==> config.mk <==
export PLATFORM = sky130hd
export DESIGN_NAME = srx_ctrl_status
export DESIGN_NICKNAME = d
export VERILOG_FILES = /design/src/include/srx_pkg.sv /design/src/rtl/srx_ctrl_status.sv /design/src/rtl/srx_pid_extract.sv /design/src/rtl/srx_trs_detect.sv
export SDC_FILE = /design/constraint.sdc
export NUM_CORES = 1
export LEC_CHECK = 0
export ABC_CLOCK_PERIOD_IN_PS = 4130
export BUFFER_PORTS_ARGS = -buffer_cell sky130_fd_sc_hd__buf_4
export CAP_MARGIN = 5
export CELL_PAD_IN_SITES_DETAIL_PLACEMENT = 1
export CELL_PAD_IN_SITES_GLOBAL_PLACEMENT = 1
export CORE_MARGIN = 4
export CORE_UTILIZATION = 28
export CTS_CLUSTER_SIZE = 30
export DETAILED_ROUTE_END_ITERATION = 16
export PLACE_DENSITY = 0.63
export SYNTH_ARGS = -nofsm -noshare
export SYNTH_HDL_FRONTEND = slang
export SYNTH_SLANG_ARGS = --single-unit
export TNS_END_PERCENT = 5
==> constraint.sdc <==
create_clock -name clock -period 4.13 [get_ports clock]
set_input_delay 1.0325 -clock clock [delete_from_list [all_inputs] [get_ports clock]]
set_output_delay 1.0325 -clock clock [all_outputs]
set_load 0.02 [all_outputs]
==> src/include/srx_pkg.sv <==
// shared constants and types for the receiver control and status block
`default_nettype none
package srx_pkg;
  // register byte offsets
  localparam logic [7:0] OFS_CTRL_LO   = 8'h00;
  localparam logic [7:0] OFS_CTRL_HI   = 8'h04;
  localparam logic [7:0] OFS_CONFIG    = 8'h08;
  localparam logic [7:0] OFS_STATUS    = 8'h0c;
  localparam logic [7:0] OFS_INT_STAT  = 8'h10;
  localparam logic [7:0] OFS_INT_CLEAR = 8'h14;
  localparam logic [7:0] OFS_INT_EN    = 8'h18;
  localparam logic [7:0] OFS_PID_CH0   = 8'h1c;
  // reset values
  localparam logic [31:0] RST_CTRL_LO  = 32'h0000_3f21;
  localparam logic [31:0] RST_CTRL_HI  = 32'h0000_0000;
  localparam logic        RST_SW_CTRL  = 1'b0;
  localparam logic [3:0]  RST_INT_EN   = 4'h0;
  // core control word fields
  localparam int CW_MODULE_EN = 0;
  localparam int CW_FRAME_EN  = 4;
  localparam int CW_DETECT_EN = 5;
  localparam int CW_MODE_EN   = 8;
  localparam int CW_FORCED    = 16;
  // interrupt status bits
  localparam int IRQ_LOCK     = 0;
  localparam int IRQ_UNLOCK   = 1;
  localparam int IRQ_T_LOCK   = 2;
  localparam int IRQ_OVERRUN  = 3;
  // stream widths
  localparam int WIDE_BITS    = 40;
  localparam int NARROW_BITS  = 20;
  // timing at 20 MHz
  localparam int CLK_NS          = 50;
  localparam int DWELL_NS        = 50000;
  localparam int DWELL_CYC       = DWELL_NS / CLK_NS;
  localparam int LOSS_NS         = 200000;
  localparam int LOSS_CYC        = LOSS_NS / CLK_NS;
  localparam int TRS_TO_LOCK     = 2;
  // payload id packet words
  localparam logic [7:0] PID_DID  = 8'h41;
  localparam logic [7:0] PID_SDID = 8'h01;
  localparam logic [7:0] PID_DC   = 8'h04;
  typedef enum logic [2:0] {
    MODE_HD = 3'b000, MODE_SD = 3'b001, MODE_3G = 3'b010,
    MODE_6G = 3'b100, MODE_12G = 3'b101, MODE_12GF = 3'b110
  } srx_mode_e;
  typedef enum logic [1:0] {
    ST_IDLE = 2'b00, ST_SEARCH = 2'b01, ST_LOCKED = 2'b11
  } srx_state_e;
endpackage
`default_nettype wire

==> src/rtl/srx_ctrl_status.sv <==
// receiver control and status: mode search, transport status, stream, sideband
//
// Operation
// - stream payload is 40 bits for 6G/12G, 20 bits for 3G
// - transport lock rises once the transport format is identified
// - 4-bit transport family, valid only while transport lock is high
// - 4-bit transport frame rate, valid only while transport lock is high
// - transport scan low interlaced, high progressive, valid while locked
// - four 32-bit payload id words, each with its own valid flag
// - raw control, payload id and stream ports only without video option
// - 32-bit sideband words with valid, transferred only while ready
// - one interrupt output for receiver events
// - mode lock low while searching, high once the standard is found
`default_nettype none
module srx_ctrl_status
  import srx_pkg::*;
#(
  parameter bit VIDEO_OUT_OPTION = 1'b0
)(
  input  wire logic        clock,
  input  wire logic        rstn,
  input  wire logic        psel,
  input  wire logic        penable,
  input  wire logic        pwrite,
  input  wire logic [7:0]  paddr,
  input  wire logic [31:0] pwdata,
  output logic             pready,
  output logic [31:0]      prdata,
  output logic             pslverr,
  input  wire logic [63:0] rawCtrl,
  input  wire logic [9:0]  serialStreamWord1,
  input  wire logic [9:0]  serialStreamWord2,
  input  wire logic [9:0]  serialStreamWord3,
  input  wire logic [9:0]  serialStreamWord4,
  input  wire logic [9:0]  serialStreamWord5,
  input  wire logic [9:0]  serialStreamWord6,
  input  wire logic [9:0]  serialStreamWord7,
  output logic [39:0]      rxStreamPayload,
  output logic [31:0]      rxStreamSideInfo,
  output logic             rxStreamValid,
  input  wire logic        rxStreamReady,
  output logic [31:0]      xcvrCtrlSidebandWord,
  output logic             xcvrCtrlSidebandValid,
  input  wire logic        xcvrCtrlSidebandReady,
  output logic             rxIrq,
  output logic             tLocked,
  output logic [3:0]       tFamily,
  output logic [3:0]       tRate,
  output logic             tScan,
  output logic             modeLocked,
  output logic [2:0]       sdiMode,
  output logic [31:0]      payloadIdWordCh0,
  output logic [31:0]      payloadIdWordCh1,
  output logic [31:0]      payloadIdWordCh2,
  output logic [31:0]      payloadIdWordCh3,
  output logic             payloadIdValidCh0,
  output logic             payloadIdValidCh1,
  output logic             payloadIdValidCh2,
  output logic             payloadIdValidCh3
);
  logic [31:0] ctrlLo;
  logic [31:0] ctrlHi;
  logic        swCtrl;
  logic [3:0]  intStat;
  logic [3:0]  intEn;
  logic [63:0] ctrlWord;
  srx_state_e  state;
  logic [2:0]  mode;
  logic [11:0] timer;
  logic [1:0]  trsCount;
  logic        trsSeen;
  logic        trsEav;
  logic [9:0]  ds [0:6];
  logic [31:0] pidW [0:3];
  logic [3:0]  pidV;
  logic        pidClear;
  logic [2:0]  sbSent;
  logic [3:0]  events;
  logic        overrun;
  logic        apbSetup;
  logic        apbWrite;

  // a mode is usable when its enable bit is set
  function automatic logic modeOk(input logic [2:0] m, input logic [5:0] en);
    case (m)
      MODE_HD:   modeOk = en[0];
      MODE_SD:   modeOk = en[1];
      MODE_3G:   modeOk = en[2];
      MODE_6G:   modeOk = en[3];
      MODE_12G:  modeOk = en[4];
      MODE_12GF: modeOk = en[5];
      default:   modeOk = 1'b0;
    endcase
  endfunction

  function automatic logic [2:0] modeStep(input logic [2:0] m);
    case (m)
      MODE_HD:  modeStep = MODE_SD;
      MODE_SD:  modeStep = MODE_3G;
      MODE_3G:  modeStep = MODE_6G;
      MODE_6G:  modeStep = MODE_12G;
      MODE_12G: modeStep = MODE_12GF;
      default:  modeStep = MODE_HD;
    endcase
  endfunction

  // next enabled mode in search order, stays put when none is enabled
  function automatic logic [2:0] nextMode(input logic [2:0] m, input logic [5:0] en);
    logic [2:0] c;
    c = modeStep(m);
    nextMode = m;
    for (int i = 0; i < 6; i++) begin
      if (modeOk(c, en) && nextMode == m) begin
        nextMode = c;
      end
      c = modeStep(c);
    end
  endfunction

  function automatic logic isWide(input logic [2:0] m);
    isWide = (m == MODE_6G) || (m == MODE_12G) || (m == MODE_12GF);
  endfunction

  // with the video option the raw word is ignored and software owns control
  assign ctrlWord = (swCtrl || VIDEO_OUT_OPTION) ? {ctrlHi, ctrlLo} : rawCtrl;

  assign ds[0] = serialStreamWord1;
  assign ds[1] = serialStreamWord2;
  assign ds[2] = serialStreamWord3;
  assign ds[3] = serialStreamWord4;
  assign ds[4] = serialStreamWord5;
  assign ds[5] = serialStreamWord6;
  assign ds[6] = serialStreamWord7;

  srx_trs_detect uTrs (
    .clock (clock),
    .rstn  (rstn),
    .word  (ds[0]),
    .trs   (trsSeen),
    .eav   (trsEav)
  );

  // luma streams carry the payload id, one channel each
  assign pidClear = (state != ST_LOCKED);
  genvar g;
  generate
    for (g = 0; g < 4; g++) begin : gPid
      srx_pid_extract uPid (
        .clock    (clock),
        .rstn     (rstn),
        .clear    (pidClear),
        .word     (ds[2 * g]),
        .pidWord  (pidW[g]),
        .pidValid (pidV[g])
      );
    end
  endgenerate

  // mode search and lock
  always_ff @(posedge clock or negedge rstn) begin
    if (!rstn) begin
      state    <= ST_IDLE;
      mode     <= MODE_HD;
      timer    <= 12'd0;
      trsCount <= 2'd0;
    end else if (!ctrlWord[CW_MODULE_EN]) begin
      state    <= ST_IDLE;
      timer    <= 12'd0;
      trsCount <= 2'd0;
    end else begin
      case (state)
        ST_IDLE: begin
          state <= ST_SEARCH;
          // with detection off start in the forced mode, else move off a disabled mode to the next enabled one
          mode  <= !ctrlWord[CW_DETECT_EN] ? ctrlWord[CW_FORCED +: 3]
                 : modeOk(mode, ctrlWord[CW_MODE_EN +: 6]) ? mode
                 : nextMode(mode, ctrlWord[CW_MODE_EN +: 6]);
          timer <= 12'd0;
        end
        ST_SEARCH: begin
          if (trsSeen && trsCount == 2'(TRS_TO_LOCK - 1)) begin
            state    <= ST_LOCKED;
            timer    <= 12'd0;
            trsCount <= 2'd0;
          end else if (timer == 12'(DWELL_CYC - 1)) begin
            timer    <= 12'd0;
            trsCount <= 2'd0;
            mode     <= ctrlWord[CW_DETECT_EN]
                      ? nextMode(mode, ctrlWord[CW_MODE_EN +: 6])
                      : ctrlWord[CW_FORCED +: 3];
          end else begin
            timer    <= timer + 12'd1;
            trsCount <= trsCount + {1'b0, trsSeen};
          end
        end
        ST_LOCKED: begin
          if (trsSeen) begin
            timer <= 12'd0;
          end else if (timer == 12'(LOSS_CYC - 1)) begin
            state <= ST_SEARCH;
            timer <= 12'd0;
          end else begin
            timer <= timer + 12'd1;
          end
        end
        default: state <= ST_IDLE;
      endcase
    end
  end

  always_ff @(posedge clock or negedge rstn) begin
    if (!rstn) begin
      modeLocked <= 1'b0;
      sdiMode    <= MODE_HD;
    end else begin
      modeLocked <= (state == ST_LOCKED);
      sdiMode    <= mode;
    end
  end

  // transport status is forced to zero whenever it is not valid
  always_ff @(posedge clock or negedge rstn) begin
    if (!rstn) begin
      tLocked <= 1'b0;
      tFamily <= 4'h0;
      tRate   <= 4'h0;
      tScan   <= 1'b0;
    end else if (state == ST_LOCKED && pidV[0]) begin
      tLocked <= 1'b1;
      tFamily <= pidW[0][3:0];
      tRate   <= pidW[0][11:8];
      tScan   <= pidW[0][14];
    end else begin
      tLocked <= 1'b0;
      tFamily <= 4'h0;
      tRate   <= 4'h0;
      tScan   <= 1'b0;
    end
  end

  always_ff @(posedge clock or negedge rstn) begin
    if (!rstn) begin
      payloadIdWordCh0  <= 32'h0;
      payloadIdWordCh1  <= 32'h0;
      payloadIdWordCh2  <= 32'h0;
      payloadIdWordCh3  <= 32'h0;
      payloadIdValidCh0 <= 1'b0;
      payloadIdValidCh1 <= 1'b0;
      payloadIdValidCh2 <= 1'b0;
      payloadIdValidCh3 <= 1'b0;
    end else if (!VIDEO_OUT_OPTION) begin
      payloadIdWordCh0  <= pidW[0];
      payloadIdWordCh1  <= pidW[1];
      payloadIdWordCh2  <= pidW[2];
      payloadIdWordCh3  <= pidW[3];
      payloadIdValidCh0 <= pidV[0];
      payloadIdValidCh1 <= pidV[1];
      payloadIdValidCh2 <= pidV[2];
      payloadIdValidCh3 <= pidV[3];
    end
  end

  // receive stream: a sample that meets a stalled slot is dropped and flagged
  assign overrun = rxStreamValid && !rxStreamReady && state == ST_LOCKED;
  always_ff @(posedge clock or negedge rstn) begin
    if (!rstn) begin
      rxStreamValid    <= 1'b0;
      rxStreamPayload  <= 40'h0;
      rxStreamSideInfo <= 32'h0;
    end else if (!rxStreamValid || rxStreamReady) begin
      rxStreamValid <= (state == ST_LOCKED) && ctrlWord[CW_FRAME_EN] && !VIDEO_OUT_OPTION;
      rxStreamPayload <= isWide(mode)
                       ? {ds[3], ds[2], ds[1], ds[0]}
                       : {20'h0, ds[1], ds[0]};
      rxStreamSideInfo <= {24'h0, trsEav, trsSeen, isWide(mode), 2'b00, mode};
    end
  end

  // one sideband word per mode change, held until the transceiver takes it
  always_ff @(posedge clock or negedge rstn) begin
    if (!rstn) begin
      xcvrCtrlSidebandValid <= 1'b0;
      xcvrCtrlSidebandWord  <= 32'h0;
      sbSent                <= 3'b111;
    end else if (!xcvrCtrlSidebandValid || xcvrCtrlSidebandReady) begin
      if (sbSent != mode) begin
        xcvrCtrlSidebandValid <= 1'b1;
        xcvrCtrlSidebandWord  <= {29'h0, mode};
        sbSent                <= mode;
      end else begin
        xcvrCtrlSidebandValid <= 1'b0;
      end
    end
  end

  // sticky event bits, set beats a same-cycle clear
  assign events[IRQ_LOCK]    = (state == ST_LOCKED) && !modeLocked;
  assign events[IRQ_UNLOCK]  = (state != ST_LOCKED) && modeLocked;
  assign events[IRQ_T_LOCK]  = (state == ST_LOCKED) && pidV[0] && !tLocked;
  assign events[IRQ_OVERRUN] = overrun;

  assign apbSetup = psel && !penable && !pready;
  assign apbWrite = psel && penable && pready && pwrite;

  always_ff @(posedge clock or negedge rstn) begin
    if (!rstn) begin
      intStat <= 4'h0;
    end else begin
      intStat <= (intStat & ~((apbWrite && paddr == OFS_INT_CLEAR) ? pwdata[3:0] : 4'h0))
               | events;
    end
  end

  always_ff @(posedge clock or negedge rstn) begin
    if (!rstn) begin
      rxIrq <= 1'b0;
    end else begin
      rxIrq <= |(intStat & intEn);
    end
  end

  // apb slave: fixed zero-wait answer, writes land at the access edge
  always_ff @(posedge clock or negedge rstn) begin
    if (!rstn) begin
      ctrlLo <= RST_CTRL_LO;
      ctrlHi <= RST_CTRL_HI;
      swCtrl <= RST_SW_CTRL;
      intEn  <= RST_INT_EN;
    end else if (apbWrite) begin
      case (paddr)
        OFS_CTRL_LO: ctrlLo <= pwdata;
        OFS_CTRL_HI: ctrlHi <= pwdata;
        OFS_CONFIG:  swCtrl <= pwdata[0];
        OFS_INT_EN:  intEn  <= pwdata[3:0];
        default: ;
      endcase
    end
  end

  always_ff @(posedge clock or negedge rstn) begin
    if (!rstn) begin
      pready  <= 1'b0;
      prdata  <= 32'h0;
      pslverr <= 1'b0;
    end else if (apbSetup) begin
      pready  <= 1'b1;
      pslverr <= 1'b0;
      prdata  <= 32'h0;
      case (paddr)
        OFS_CTRL_LO:   prdata <= ctrlLo;
        OFS_CTRL_HI:   prdata <= ctrlHi;
        OFS_CONFIG:    prdata <= {31'h0, swCtrl};
        OFS_STATUS:    prdata <= {15'h0, tScan, tRate, tFamily, 3'h0, tLocked, sdiMode, modeLocked};
        OFS_INT_STAT:  prdata <= {28'h0, intStat};
        OFS_INT_CLEAR: prdata <= 32'h0;
        OFS_INT_EN:    prdata <= {28'h0, intEn};
        OFS_PID_CH0:   prdata <= payloadIdWordCh0;
        default:       pslverr <= 1'b1;
      endcase
    end else begin
      pready  <= 1'b0;
      pslverr <= 1'b0;
    end
  end
endmodule // srx_ctrl_status
`default_nettype wire

==> src/rtl/srx_pid_extract.sv <==
// payload identifier packet capture on one 10-bit stream
`default_nettype none
module srx_pid_extract
  import srx_pkg::*;
(
  input  wire logic        clock,
  input  wire logic        rstn,
  input  wire logic        clear,
  input  wire logic [9:0]  word,
  output logic [31:0]      pidWord,
  output logic             pidValid
);
  logic [3:0]  step;
  logic [31:0] shift;
  logic [3:0]  next_step;

  // step 0..2 ancillary flag, 3 did, 4 sdid, 5 dc, 6..9 user words
  always_comb begin
    next_step = 4'd0;
    case (step)
      4'd0: next_step = (word == 10'h000) ? 4'd1 : 4'd0;
      4'd1: next_step = (word == 10'h3ff) ? 4'd2 : 4'd0;
      4'd2: next_step = (word == 10'h3ff) ? 4'd3 : 4'd0;
      4'd3: next_step = (word[7:0] == PID_DID) ? 4'd4 : 4'd0;
      4'd4: next_step = (word[7:0] == PID_SDID) ? 4'd5 : 4'd0;
      4'd5: next_step = (word[7:0] == PID_DC) ? 4'd6 : 4'd0;
      4'd6, 4'd7, 4'd8: next_step = step + 4'd1;
      default: next_step = 4'd0;
    endcase
  end

  always_ff @(posedge clock or negedge rstn) begin
    if (!rstn) begin
      step  <= 4'd0;
      shift <= 32'h0;
    end else begin
      step <= next_step;
      if (step >= 4'd6) begin
        shift <= {word[7:0], shift[31:8]};
      end
    end
  end

  // valid stays up until the channel loses lock
  always_ff @(posedge clock or negedge rstn) begin
    if (!rstn) begin
      pidWord  <= 32'h0;
      pidValid <= 1'b0;
    end else if (clear) begin
      pidValid <= 1'b0;
    end else if (step == 4'd9) begin
      // last user word is still on the input, not yet in the shifter
      pidWord  <= {word[7:0], shift[31:8]};
      pidValid <= 1'b1;
    end
  end
endmodule // srx_pid_extract
`default_nettype wire

==> src/rtl/srx_trs_detect.sv <==
// timing reference sequence detector on one 10-bit stream
`default_nettype none
module srx_trs_detect
  import srx_pkg::*;
(
  input  wire logic       clock,
  input  wire logic       rstn,
  input  wire logic [9:0] word,
  output logic            trs,
  output logic            eav
);
  logic [1:0] run;

  always_ff @(posedge clock or negedge rstn) begin
    if (!rstn) begin
      run <= 2'd0;
    end else if (word == 10'h3ff) begin
      run <= 2'd1;
    end else if (word == 10'h000 && run != 2'd0 && run != 2'd3) begin
      run <= run + 2'd1;
    end else begin
      run <= 2'd0;
    end
  end

  always_ff @(posedge clock or negedge rstn) begin
    if (!rstn) begin
      trs <= 1'b0;
      eav <= 1'b0;
    end else begin
      trs <= (run == 2'd3);
      eav <= (run == 2'd3) && word[6];
    end
  end
endmodule // srx_trs_detect
`default_nettype wire

# After elaboration in Yosys (flattened, before gate mapping)
# Index checks and enable logic that the tools add are counted.
# W data, S select, Z words.
[word_totals] wordCells=514 out_inout_bits=287 in_bits=181 register_bits=607
[op_classes] order_cmp=4 muxes=211 n_reduce_logical=84 eq_ne=151 n_addsub=7 bitwise=5
[ops] op="$mux W3" n=95
[ops] op="$pmux W32 S7" n=1
[ops] op="$pmux W3 S5" n=11
[ops] op="$eq A3 B3 Y1 const B" n=39
[ops] op="$pmux W4 S7" n=4
[ops] op="$pmux W1 S6" n=13
[ops] op="$eq A4 B3 Y1 const B" n=16
[ops] op="$mux W12" n=5
[ops] op="$mux W1" n=56
[ops] op="$eq A10 B10 Y1 const B" n=4
[ops] op="$eq A8 B3 Y1 const B" n=5
[ops] op="$logic_not A10 Y1" n=4
[ops] op="$mux W40" n=1
[ops] op="$eq A3 B1 Y1 const B" n=13
[ops] op="$eq A3 B2 Y1 const B" n=13
[ops] op="$logic_not A3 Y1" n=13
[ops] op="$mux W2" n=18
[ops] op="$pmux W12 S3" n=1
[ops] op="$eq A4 B2 Y1 const B" n=8
[ops] op="$eq A4 B4 Y1 const B" n=8
[ops] op="$eq A8 B1 Y1 const B" n=4
[ops] op="$eq A8 B5 Y1 const B" n=4
[ops] op="$eq A8 B7 Y1 const B" n=4
[ops] op="$eq A3 B3 Y1" n=10
[ops] op="37 further kinds" n=112

# Longest topological paths before layout
# Gate-level depths: netlist of the first run.
[depth] depth_word=52 ltp_mapped=12 mapped_depth_nobuf=10

# Hierarchy
# A second synthesis of the first run with hierarchy kept.
[hier_totals] hier_cells=1687 hier_area_um2=23478.8
[modules_own_cells] module="srx_ctrl_status" seq_area_each_um2=8196.6 cells_per_inst=1006 instances=1 area_per_inst_um2=12783.5
[modules_own_cells] module="srx_pid_extract at gPid[3].uPid" seq_area_each_um2=1526.5 cells_per_inst=165 instances=1 area_per_inst_um2=2657.5
[modules_own_cells] module="srx_pid_extract at gPid[1].uPid" seq_area_each_um2=1526.5 cells_per_inst=165 instances=1 area_per_inst_um2=2655.0
[modules_own_cells] module="srx_pid_extract at gPid[0].uPid" seq_area_each_um2=1526.5 cells_per_inst=164 instances=1 area_per_inst_um2=2633.8
[modules_own_cells] module="srx_pid_extract at gPid[2].uPid" seq_area_each_um2=1526.5 cells_per_inst=167 instances=1 area_per_inst_um2=2537.4
[modules_own_cells] module="srx_trs_detect" seq_area_each_um2=100.1 cells_per_inst=20 instances=1 area_per_inst_um2=211.5

# Least setup slack after synthesis of the first run
# OpenSTA, ideal clock, no wires.
[synth_timing] kind="input to register" start="input rawCtrl[8]" end="register mode[0]" stages=10 required_time_ps=4005 arrival_time_ps=3169 setup_time_ps=125 path_buffers=1 slack_ps=836 cell_sequence="mux2i_1 o22a_1 and3_1 buf_6 nand3_1 a2111o_1 o21a_1 a211o_1 nand3_1 mux2_4"
[synth_via] elab_chain_cells=46 word_cells_on_any_way=122 classes_between="11 x eq/ne; 100 x mux; 11 x reduce/logical"
[synth_lines] item="start: declaration" line_no="srx_ctrl_status.sv:30" text="input wire logic [63:0] rawCtrl,"
[synth_lines] item="$mux W19 *" line_no="srx_ctrl_status.sv:125" text="assign ctrlWord = (swCtrl || VIDEO_OUT_OPTION) ? {ctrlHi, ctrlLo} : rawCtrl;"
[synth_lines] item="$pmux W1 S6" line_no="srx_ctrl_status.sv:85" text="case (m)"
[synth_lines] item="$mux W1" line_no="srx_ctrl_status.sv:185" text="end else if (timer == 12'(DWELL_CYC - 1)) begin"
[synth_lines] item="$mux W1" line_no="srx_ctrl_status.sv:181" text="if (trsSeen && trsCount == 2'(TRS_TO_LOCK - 1)) begin"
[synth_lines] item="$mux W1" line_no="srx_ctrl_status.sv:171" text="case (state)"
[synth_lines] item="$mux W1" line_no="srx_ctrl_status.sv:166" text="end else if (!ctrlWord[CW_MODULE_EN]) begin"
[synth_lines] item="$mux W3" line_no="srx_ctrl_status.sv:113" text="if (modeOk(c, en) && nextMode == m) begin"
[synth_lines] item="$mux W3" line_no="srx_ctrl_status.sv:185"
[synth_lines] item="[... 30 more ...]"
[synth_lines] item="$mux W3" line_no="srx_ctrl_status.sv:166"
[synth_lines] item="$eq A3 B3 Y1" line_no="srx_ctrl_status.sv:113"
[synth_lines] item="$logic_and A1 B1 Y1" line_no="srx_ctrl_status.sv:113"
[synth_lines] item="$mux W3" line_no="srx_ctrl_status.sv:113"
[synth_lines] item="$mux W3" line_no="srx_ctrl_status.sv:189" text="? nextMode(mode, ctrlWord[CW_MODE_EN +: 6])"
[synth_lines] item="$mux W3" line_no="srx_ctrl_status.sv:185"
[synth_lines] item="$mux W3" line_no="srx_ctrl_status.sv:181"
[synth_lines] item="$pmux W3 S2" line_no="srx_ctrl_status.sv:171"
[synth_lines] item="end signal: assignment" line_no="srx_ctrl_status.sv:175" text="mode <= !ctrlWord[CW_DETECT_EN] ? ctrlWord[CW_FORCED +: 3]"
[synth_lines] item="end signal: assignment" line_no="srx_ctrl_status.sv:188" text="mode <= ctrlWord[CW_DETECT_EN]"
[synth_lines] item="end: declaration" line_no="srx_ctrl_status.sv:68" text="logic [2:0] mode;"
# Mark *: on every way between the ends. The rest lies on a longest branch, timed or not. The select of a mux whose other input is x is not followed.
# A chain may end at the register's enable or synchronous reset.

# Worst setup path in the final report of the first run
[layout_timing] start="register swCtrl" end="register mode[0]"
[layout_via] elab_chain_cells=46 word_cells_on_any_way=122 classes_between="11 x eq/ne; 100 x mux; 11 x reduce/logical"
[layout_lines] item="start: declaration" line_no="srx_ctrl_status.sv:63" text="logic swCtrl;"
[layout_lines] item="start signal: assignment" line_no="srx_ctrl_status.sv:333" text="OFS_CONFIG: swCtrl <= pwdata[0];"
[layout_lines] item="$mux W19 *" line_no="srx_ctrl_status.sv:125"
[layout_lines] item="$pmux W1 S6" line_no="srx_ctrl_status.sv:85"
[layout_lines] item="$mux W1" line_no="srx_ctrl_status.sv:185"
[layout_lines] item="$mux W1" line_no="srx_ctrl_status.sv:181"
[layout_lines] item="$mux W1" line_no="srx_ctrl_status.sv:171"
[layout_lines] item="$mux W1" line_no="srx_ctrl_status.sv:166"
[layout_lines] item="$mux W3" line_no="srx_ctrl_status.sv:113"
[layout_lines] item="$mux W3" line_no="srx_ctrl_status.sv:185"
[layout_lines] item="[... 30 more ...]"
[layout_lines] item="$mux W3" line_no="srx_ctrl_status.sv:166"
[layout_lines] item="$eq A3 B3 Y1" line_no="srx_ctrl_status.sv:113"
[layout_lines] item="$logic_and A1 B1 Y1" line_no="srx_ctrl_status.sv:113"
[layout_lines] item="$mux W3" line_no="srx_ctrl_status.sv:113"
[layout_lines] item="$mux W3" line_no="srx_ctrl_status.sv:189"
[layout_lines] item="$mux W3" line_no="srx_ctrl_status.sv:185"
[layout_lines] item="$mux W3" line_no="srx_ctrl_status.sv:181"
[layout_lines] item="$pmux W3 S2" line_no="srx_ctrl_status.sv:171"
# Marks and branches as above.

==> impl_metrics.toml, run 1 <==
[timing]
rsz0062_at_grt = "no"
fmax_ghz = 0.288
min_period_over_period = 0.841
finalHoldViolations = 0
final.min_clock_period_ns = 3.47
slew-limit-headroom = 0.285
fin_setup_tns_ns = 0
finalWorstSetupSlack_ns = 0.656
final_max_slew_viol_count = 0
fin_skew_ns = 0.0234
worst_slew_pin_slew_ns = 1.07
setup_viol_count_final = 0

[cells_and_area]
num_antenna_cells = 0
drive_above_1_share = 0.397
fin_util = 0.361
syn2layout_area_growth_pct = 26.9
fill_cells = 8430
fin_nets = 2268

[clock_tree]
clockBufferDepth = 3
cts.sinks = 575
tritoncts = "done"
post-cts-setup-buffers = 0
postCtsHoldBufs = 0
clkSlewWorstSetupHoldPaths_ns = 0.06
cts-htree-levels = 3
insertion_delay_ns = 0.59
cts_root_buf = "clkbuf_16"
cts_buffers = 66
post_cts_resized = 0

[global_routing]
met1_usage = 0.185
met3_usage = 0.0384
grtUsageMet2 = 0.251
grt_max_degree = 88
grt_pass1_wl_microns = 101000
globalRouteOverflowTotal = 0
grtUsageTotal = 0.148
antenna_found_initial = 1
grt_busiest_layer = "met2"
grt_pass1_vias = 16700

[place]
dpl_worst_slack_ns = 0.223
place_congestion = 0.807
port_buffers = 350
dpl.hpwl_microns = 46000

[drt]
dr.pass1.iters = 6
routed_wl_microns = 64300
drt_iter0_markers = 712
vias = 14900
wire_per_inst_microns = 20.3
viasPerCell = 4.71
drc_errors = 0
ant_nets = 0

[floorplan]
num_rows = 103
die_x_microns = 292
start_util = 0.285
core_area_sq_um = 79500
fp.dieH_microns = 292
io_pins = 468
die-area_sq_um = 85400

[synth]
yosys.cell_types.count = 74
synthFlopType = "dfrtp_1"
avgSynthCellArea_sq_um = 13.5
ys_warn_count = 0
synth_area_sq_um = 22600
async_reset_ff_frac = 1.00
synth_area_leader_cell = "dfrtp_1"
synth-seq-cells = 575
yosysTopAreaCellShare = 0.624
seq_area_frac_synth = 0.636
synth_area_leaders = "dfrtp_1 62%, mux2_2 15%, nand2_1 2.5%"
synth-edff-count = 0
ys_top_cells_by_count = "564 x dfrtp_1, 303 x mux2_2, 151 x nand2_1"
synthCells = 1680
synth.most_common_cell = "dfrtp_1"

[critical_path]
cp-end-kind = "flop"
critical_path.max_fanout = 8
start_kind = "flop"
worstPathRequired_ns = 4.60
critPathKind = "flop to flop"
arrival_ns = 3.95

[min_path]
hp-class = "flop to flop"

[run]
cap_violations = 0

[power]
power_density_nw_per_um2 = 488
power_leakage_nw = 14.0
irDropWorstVdd_mv = 0.234

[outcome]
status = "completed"
worst max-delay path, stage by stage (launching register included):
cell and delay (ns):
dfrtp_1 0.56, mux2i_1 0.59, o22ai_1 0.19, nor3_1 0.49, o22ai_1 0.22, a211oi_4 0.41
o22ai_2 0.18, a2111oi_2 0.26, nand3_1 0.15, mux2_4 0.31
cells by family after synthesis:
| kind of cell | after synthesis | share of synthesized area |
|---|---|---|
| adder cells (fa/ha/maj) | 20 | 0.0111 |
| multiplexers | 319 | 0.160 |
| buffers and inverters | 156 | 0.0363 |
| XOR/XNOR | 10 | 0.00387 |
| AO/OA/AOI/OAI | 234 | 0.0749 |
| AND/OR/NAND/NOR | 365 | 0.0776 |
| other | 1 | 0.000166 |
| flip-flops | 575 | 0.636 |
flip-flops by register name, summed over array words and instances (netlist names), 3 cells and up:
| register | flops |
|---|---|
| sbSent | 3 |
| gPid.uPid.pidValid | 4 |
| gPid.uPid.shift | 96 |
| tRate | 4 |
| ctrlHi | 32 |
| sdiMode | 3 |
| intEn | 4 |
| intStat | 4 |
| ctrlLo | 32 |
| payloadIdWordCh2 | 32 |
| rxStreamSideInfo | 6 |
| gPid.uPid.step | 16 |
| gPid.uPid.pidWord | 128 |
| timer | 12 |
| payloadIdWordCh1 | 32 |
| payloadIdWordCh3 | 32 |
| mode | 3 |
| prdata | 32 |
| tFamily | 4 |
| xcvrCtrlSidebandWord | 3 |
| payloadIdWordCh0 | 32 |
| rxStreamPayload | 40 |
layout by cell type (no fill, tap or decap), types with 10 or more instances in the layout:
cell and count:
o21ai_0 69, a22o_1 33, ha_1 20, buf_4 390, dfrtp_1 564, mux2i_1 12
nand2b_1 14, nand3_1 18, nor2b_1 13, nor2_1 56, inv_1 23, nor3_1 19
conb_1 55, and3_1 11, nand4_1 21, a222oi_1 19, clkbuf_8 14, mux2_2 303
nand2_1 151, clkbuf_16 66, xor2_1 10, dfstp_2 11, clkbuf_1 18, a221oi_1 13
a21oi_1 18, and2_1 13
stage by stage:
stage	instances	hold slack, ns	cell area [sq um]	total power (W)
2_1_floorplan	1734	0.349	22800	0.00741
3_3_place_gp	3049	0.355	26500	0.00820
3_5_place_dp	3049	0.359	26500	0.00827
4_1_cts	3166	0.367	28700	0.0143
5_1_grt	3166	0.377	28700	0.0147
6_report	3166	0.363	28700	0.0140
path summary, 6_finish.rpt:
| check | startpoint | endpoint | slack (ns) | cells after the start |
|---|---|---|---|---|
| setup / recovery | swCtrl$_DFFE_PN0P_ | mode[0]$_DFFE_PN0P_ | 0.66 | 9 |
| setup reg to reg | swCtrl$_DFFE_PN0P_ | mode[0]$_DFFE_PN0P_ | 0.66 | 9 |
| min in group asynchronous | rstn | tScan$_DFF_PN0_ | 0.50 | 1 |
| max in group asynchronous | rstn | payloadIdWordCh2[29]$_DFF_PN0_ | 2.65 | 2 |
| hold reg to reg | gPid[1].uPid.pidWord[22]$_DFFE_PN0P_ | payloadIdWordCh1[22]$_DFF_PN0_ | 0.36 | 0 |
| hold / removal | gPid[1].uPid.pidWord[22]$_DFFE_PN0P_ | payloadIdWordCh1[22]$_DFF_PN0_ | 0.36 | 0 |
power breakdown:
part,switching [W],internal [W]
sequential,0.000218,0.00589
combinational,0.00123,0.000816
clock,0.00232,0.00353
final cells by class:
cell class	count	area, sq um	share of cell area
multi-input combinational	1003	7680	0.267
clock inverter	19	264	0.00919
clock buffer	98	1910	0.0666
sequential	575	14400	0.501
tap	1050	1310	0.0457
timing repair buffer	397	3060	0.107
inverter	24	90.1	0.00314
layer usage:
layer | vias to the layer above | wire (microns)
met2 | 395 | 31700
li1 | 6634 | -
met4 | 0 | 1680
met1 | 7779 | 26900
met5 | - | 0
met3 | 99 | 4030
Power figures use the tool's default switching activity.
==> run 2, diff against run 1 <==
Settings changed: ABC_CLOCK_PERIOD_IN_PS 4130 to 3600.
Clock period 4.13 ns to 3.6 ns, I/O delays scaled along.
==> run 2 against run 1 <==
Net effect: core utilization is 0.098 points higher; final cell count hardly changed; via count is 0.28% higher; non-clock buffer count stayed put; sequential power is 15% higher; worst hold slack worse by 0.072 ns; clock power is 15% higher; critical endpoint unchanged.
==> impl_metrics.toml, run 2 (same netlist as run 1, synthesis figures left out) <==
[outcome]
status = "completed"

[place]
place_congestion = 0.816
place_area_sq_um = 26600
dpl.hpwl_microns = 46300
place_inst = 3049
port_buffers = 350

[drt]
drc_errors = 0
ant_nets = 0
dr.pass1.iters = 7
drt_iter0_markers = 828
wire_per_inst_microns = 20.5
viasPerCell = 4.72
vias = 14900
routed_wl_microns = 64900

[cells_and_area]
largest_reg_flops = 128
fin_util = 0.362
num_antenna_cells = 0
fin_cells = 3167
fin_nets = 2270
syn2layout_area_growth_pct = 27.3
finalInstanceArea_sq_um = 28800
drive_above_1_share = 0.402
final_common_cell = "dfrtp_1"
top_regs = "gPid.uPid.pidWord: 128 flops, gPid.uPid.shift: 96 flops, rxStreamPayload: 40 flops"
largest_register = "gPid.uPid.pidWord"
final_cell_mix = "563 x dfrtp_1, 388 x buf_4, 303 x mux2_2"

[global_routing]
grtUsageTotal = 0.149
grt_busiest_layer = "met2"
grt_max_degree = 88
antenna_found_initial = 1
met1_usage = 0.183
grt_pass1_wl_microns = 101000
grt_pass1_vias = 16800
globalRouteOverflowTotal = 0
grtUsageMet2 = 0.255
met3_usage = 0.0415

[floorplan]
io_pins = 468
die_x_microns = 292
num_rows = 103
core_area_sq_um = 79500
fp.dieH_microns = 292
die-area_sq_um = 85400
start_util = 0.285

[power]
power.switching_fraction = 0.273
p_switching_w = 0.00440
seq_power_share = 0.433
p_clk_frac = 0.418
p_int_w = 0.0117
p_comb_frac = 0.150
irDropWorstVdd_mv = 0.344
power_leakage_nw = 14.1
power_density_nw_per_um2 = 561

[clock_tree]
cts_root_buf = "clkbuf_16"
clkSlewWorstSetupHoldPaths_ns = 0.06
postCtsHoldBufs = 0
cts_buffers = 68
cts.sinks = 575
cts-htree-levels = 3
clockBufferDepth = 3
tritoncts = "done"
insertion_delay_ns = 0.58

[critical_path]
arrival_ns = 3.85
crit_start = "mode[2]$_DFFE_PN0P_"
start_kind = "flop"
worstReg2RegStart = "mode[2]$_DFFE_PN0P_"
critPathKind = "flop to flop"
cp-end-kind = "flop"
worstPathRequired_ns = 4.06
critical_path.max_fanout = 14

[timing]
slew-limit-headroom = 0.287
min_period_over_period = 0.941
fin_skew_ns = 0.0178
finalHoldViolations = 0
final.min_clock_period_ns = 3.39
setup_viol_count_final = 0
rsz0062_at_grt = "no"
fin_hold_ws_ns = 0.291
fmax_ghz = 0.295
worst_slew_pin_slew_ns = 1.07
final_max_slew_viol_count = 0

[min_path]
hp-class = "input pin to asynchronous set/reset pin"

[run]
cap_violations = 0
[run 2: cell count changes in the layout (fill, tap and decap cells not counted), sizes merged]
cell	before	now
clkinvlp	1	5
clkinv	9	8
clkbuf	98	99
bufinv	5	2
[run 2: critical path: stages (launching register included)]
cell and delay, ns:
dfrtp_1 0.67, or3b_1 0.47, o22a_1 0.23, and3_1 0.22, buf_4 0.16, and2_4 0.18
o211ai_1 0.30, nand3_2 0.19, a2111oi_2 0.37, nand3_1 0.16, mux2_4 0.31
[run 2: what timing repair did]
item | in CTS | in global routing
setup endpoints to repair | 0 | 3
gates resized for setup | 0 | 5
buffers inserted | 0 | 0
endpoints found under the hold margin | 0 | 0
[run 2: area by class of cell]
type / instances / area [sq um]
Clock buffer: 99 / 2010
Clock inverter: 19 / 206
Fill cell: 8428 / 50700
Inverter: 24 / 90.1
Multi-Input combinational cell: 1003 / 7690
Sequential cell: 575 / 14400
Tap cell: 1050 / 1310
Timing Repair Buffer: 397 / 3090
[run 2: path summary, 6_finish.rpt]
| check | endpoint | slack [ns] | cells past startpoint |
|---|---|---|---|
| worst max-delay path | mode[0]$_DFFE_PN0P_ | 0.21 | 10 |
| worst min-delay path | ctrlHi[13]$_DFFE_PN0P_ | 0.29 | 1 |
| worst max register to register | mode[0]$_DFFE_PN0P_ | 0.21 | 10 |
| worst min register to register | payloadIdWordCh0[4]$_DFF_PN0_ | 0.37 | 0 |
| max in group asynchronous | rxStreamPayload[25]$_DFFE_PN0P_ | 2.25 | 2 |
| min in group clock | payloadIdWordCh0[4]$_DFF_PN0_ | 0.37 | 0 |
[run 2: stage by stage]
step           worst slack [ns]  total power [W]  setup TNS [ns]
6_report                  0.212           0.0161               0
5_1_grt                  0.0641           0.0170               0
4_1_cts                  0.0802           0.0164               0
3_5_place_dp             -0.103          0.00952          -0.129
3_3_place_gp             0.0345          0.00943               0
2_1_floorplan             0.438          0.00850               0
[run 2: power groups by stage]
| stage | Sequential (W) | Combinational (W) | Clock, W |
|---|---|---|---|
| CTS | 0.00699 | 0.00244 | 0.00701 |
| finish | 0.00699 | 0.00241 | 0.00674 |
| global route | 0.00702 | 0.00261 | 0.00731 |
| floorplan | 0.00723 | 0.00128 | 0 |
| detailed placement | 0.00710 | 0.00242 | 0 |
| global placement | 0.00708 | 0.00235 | 0 |
[run 2: metal layers]
metal	vias up	part of all wire
li1	6649	-
met1	7828	0.41
met2	382	0.50
met3	90	0.065
met4	0	0.025
met5	-	0
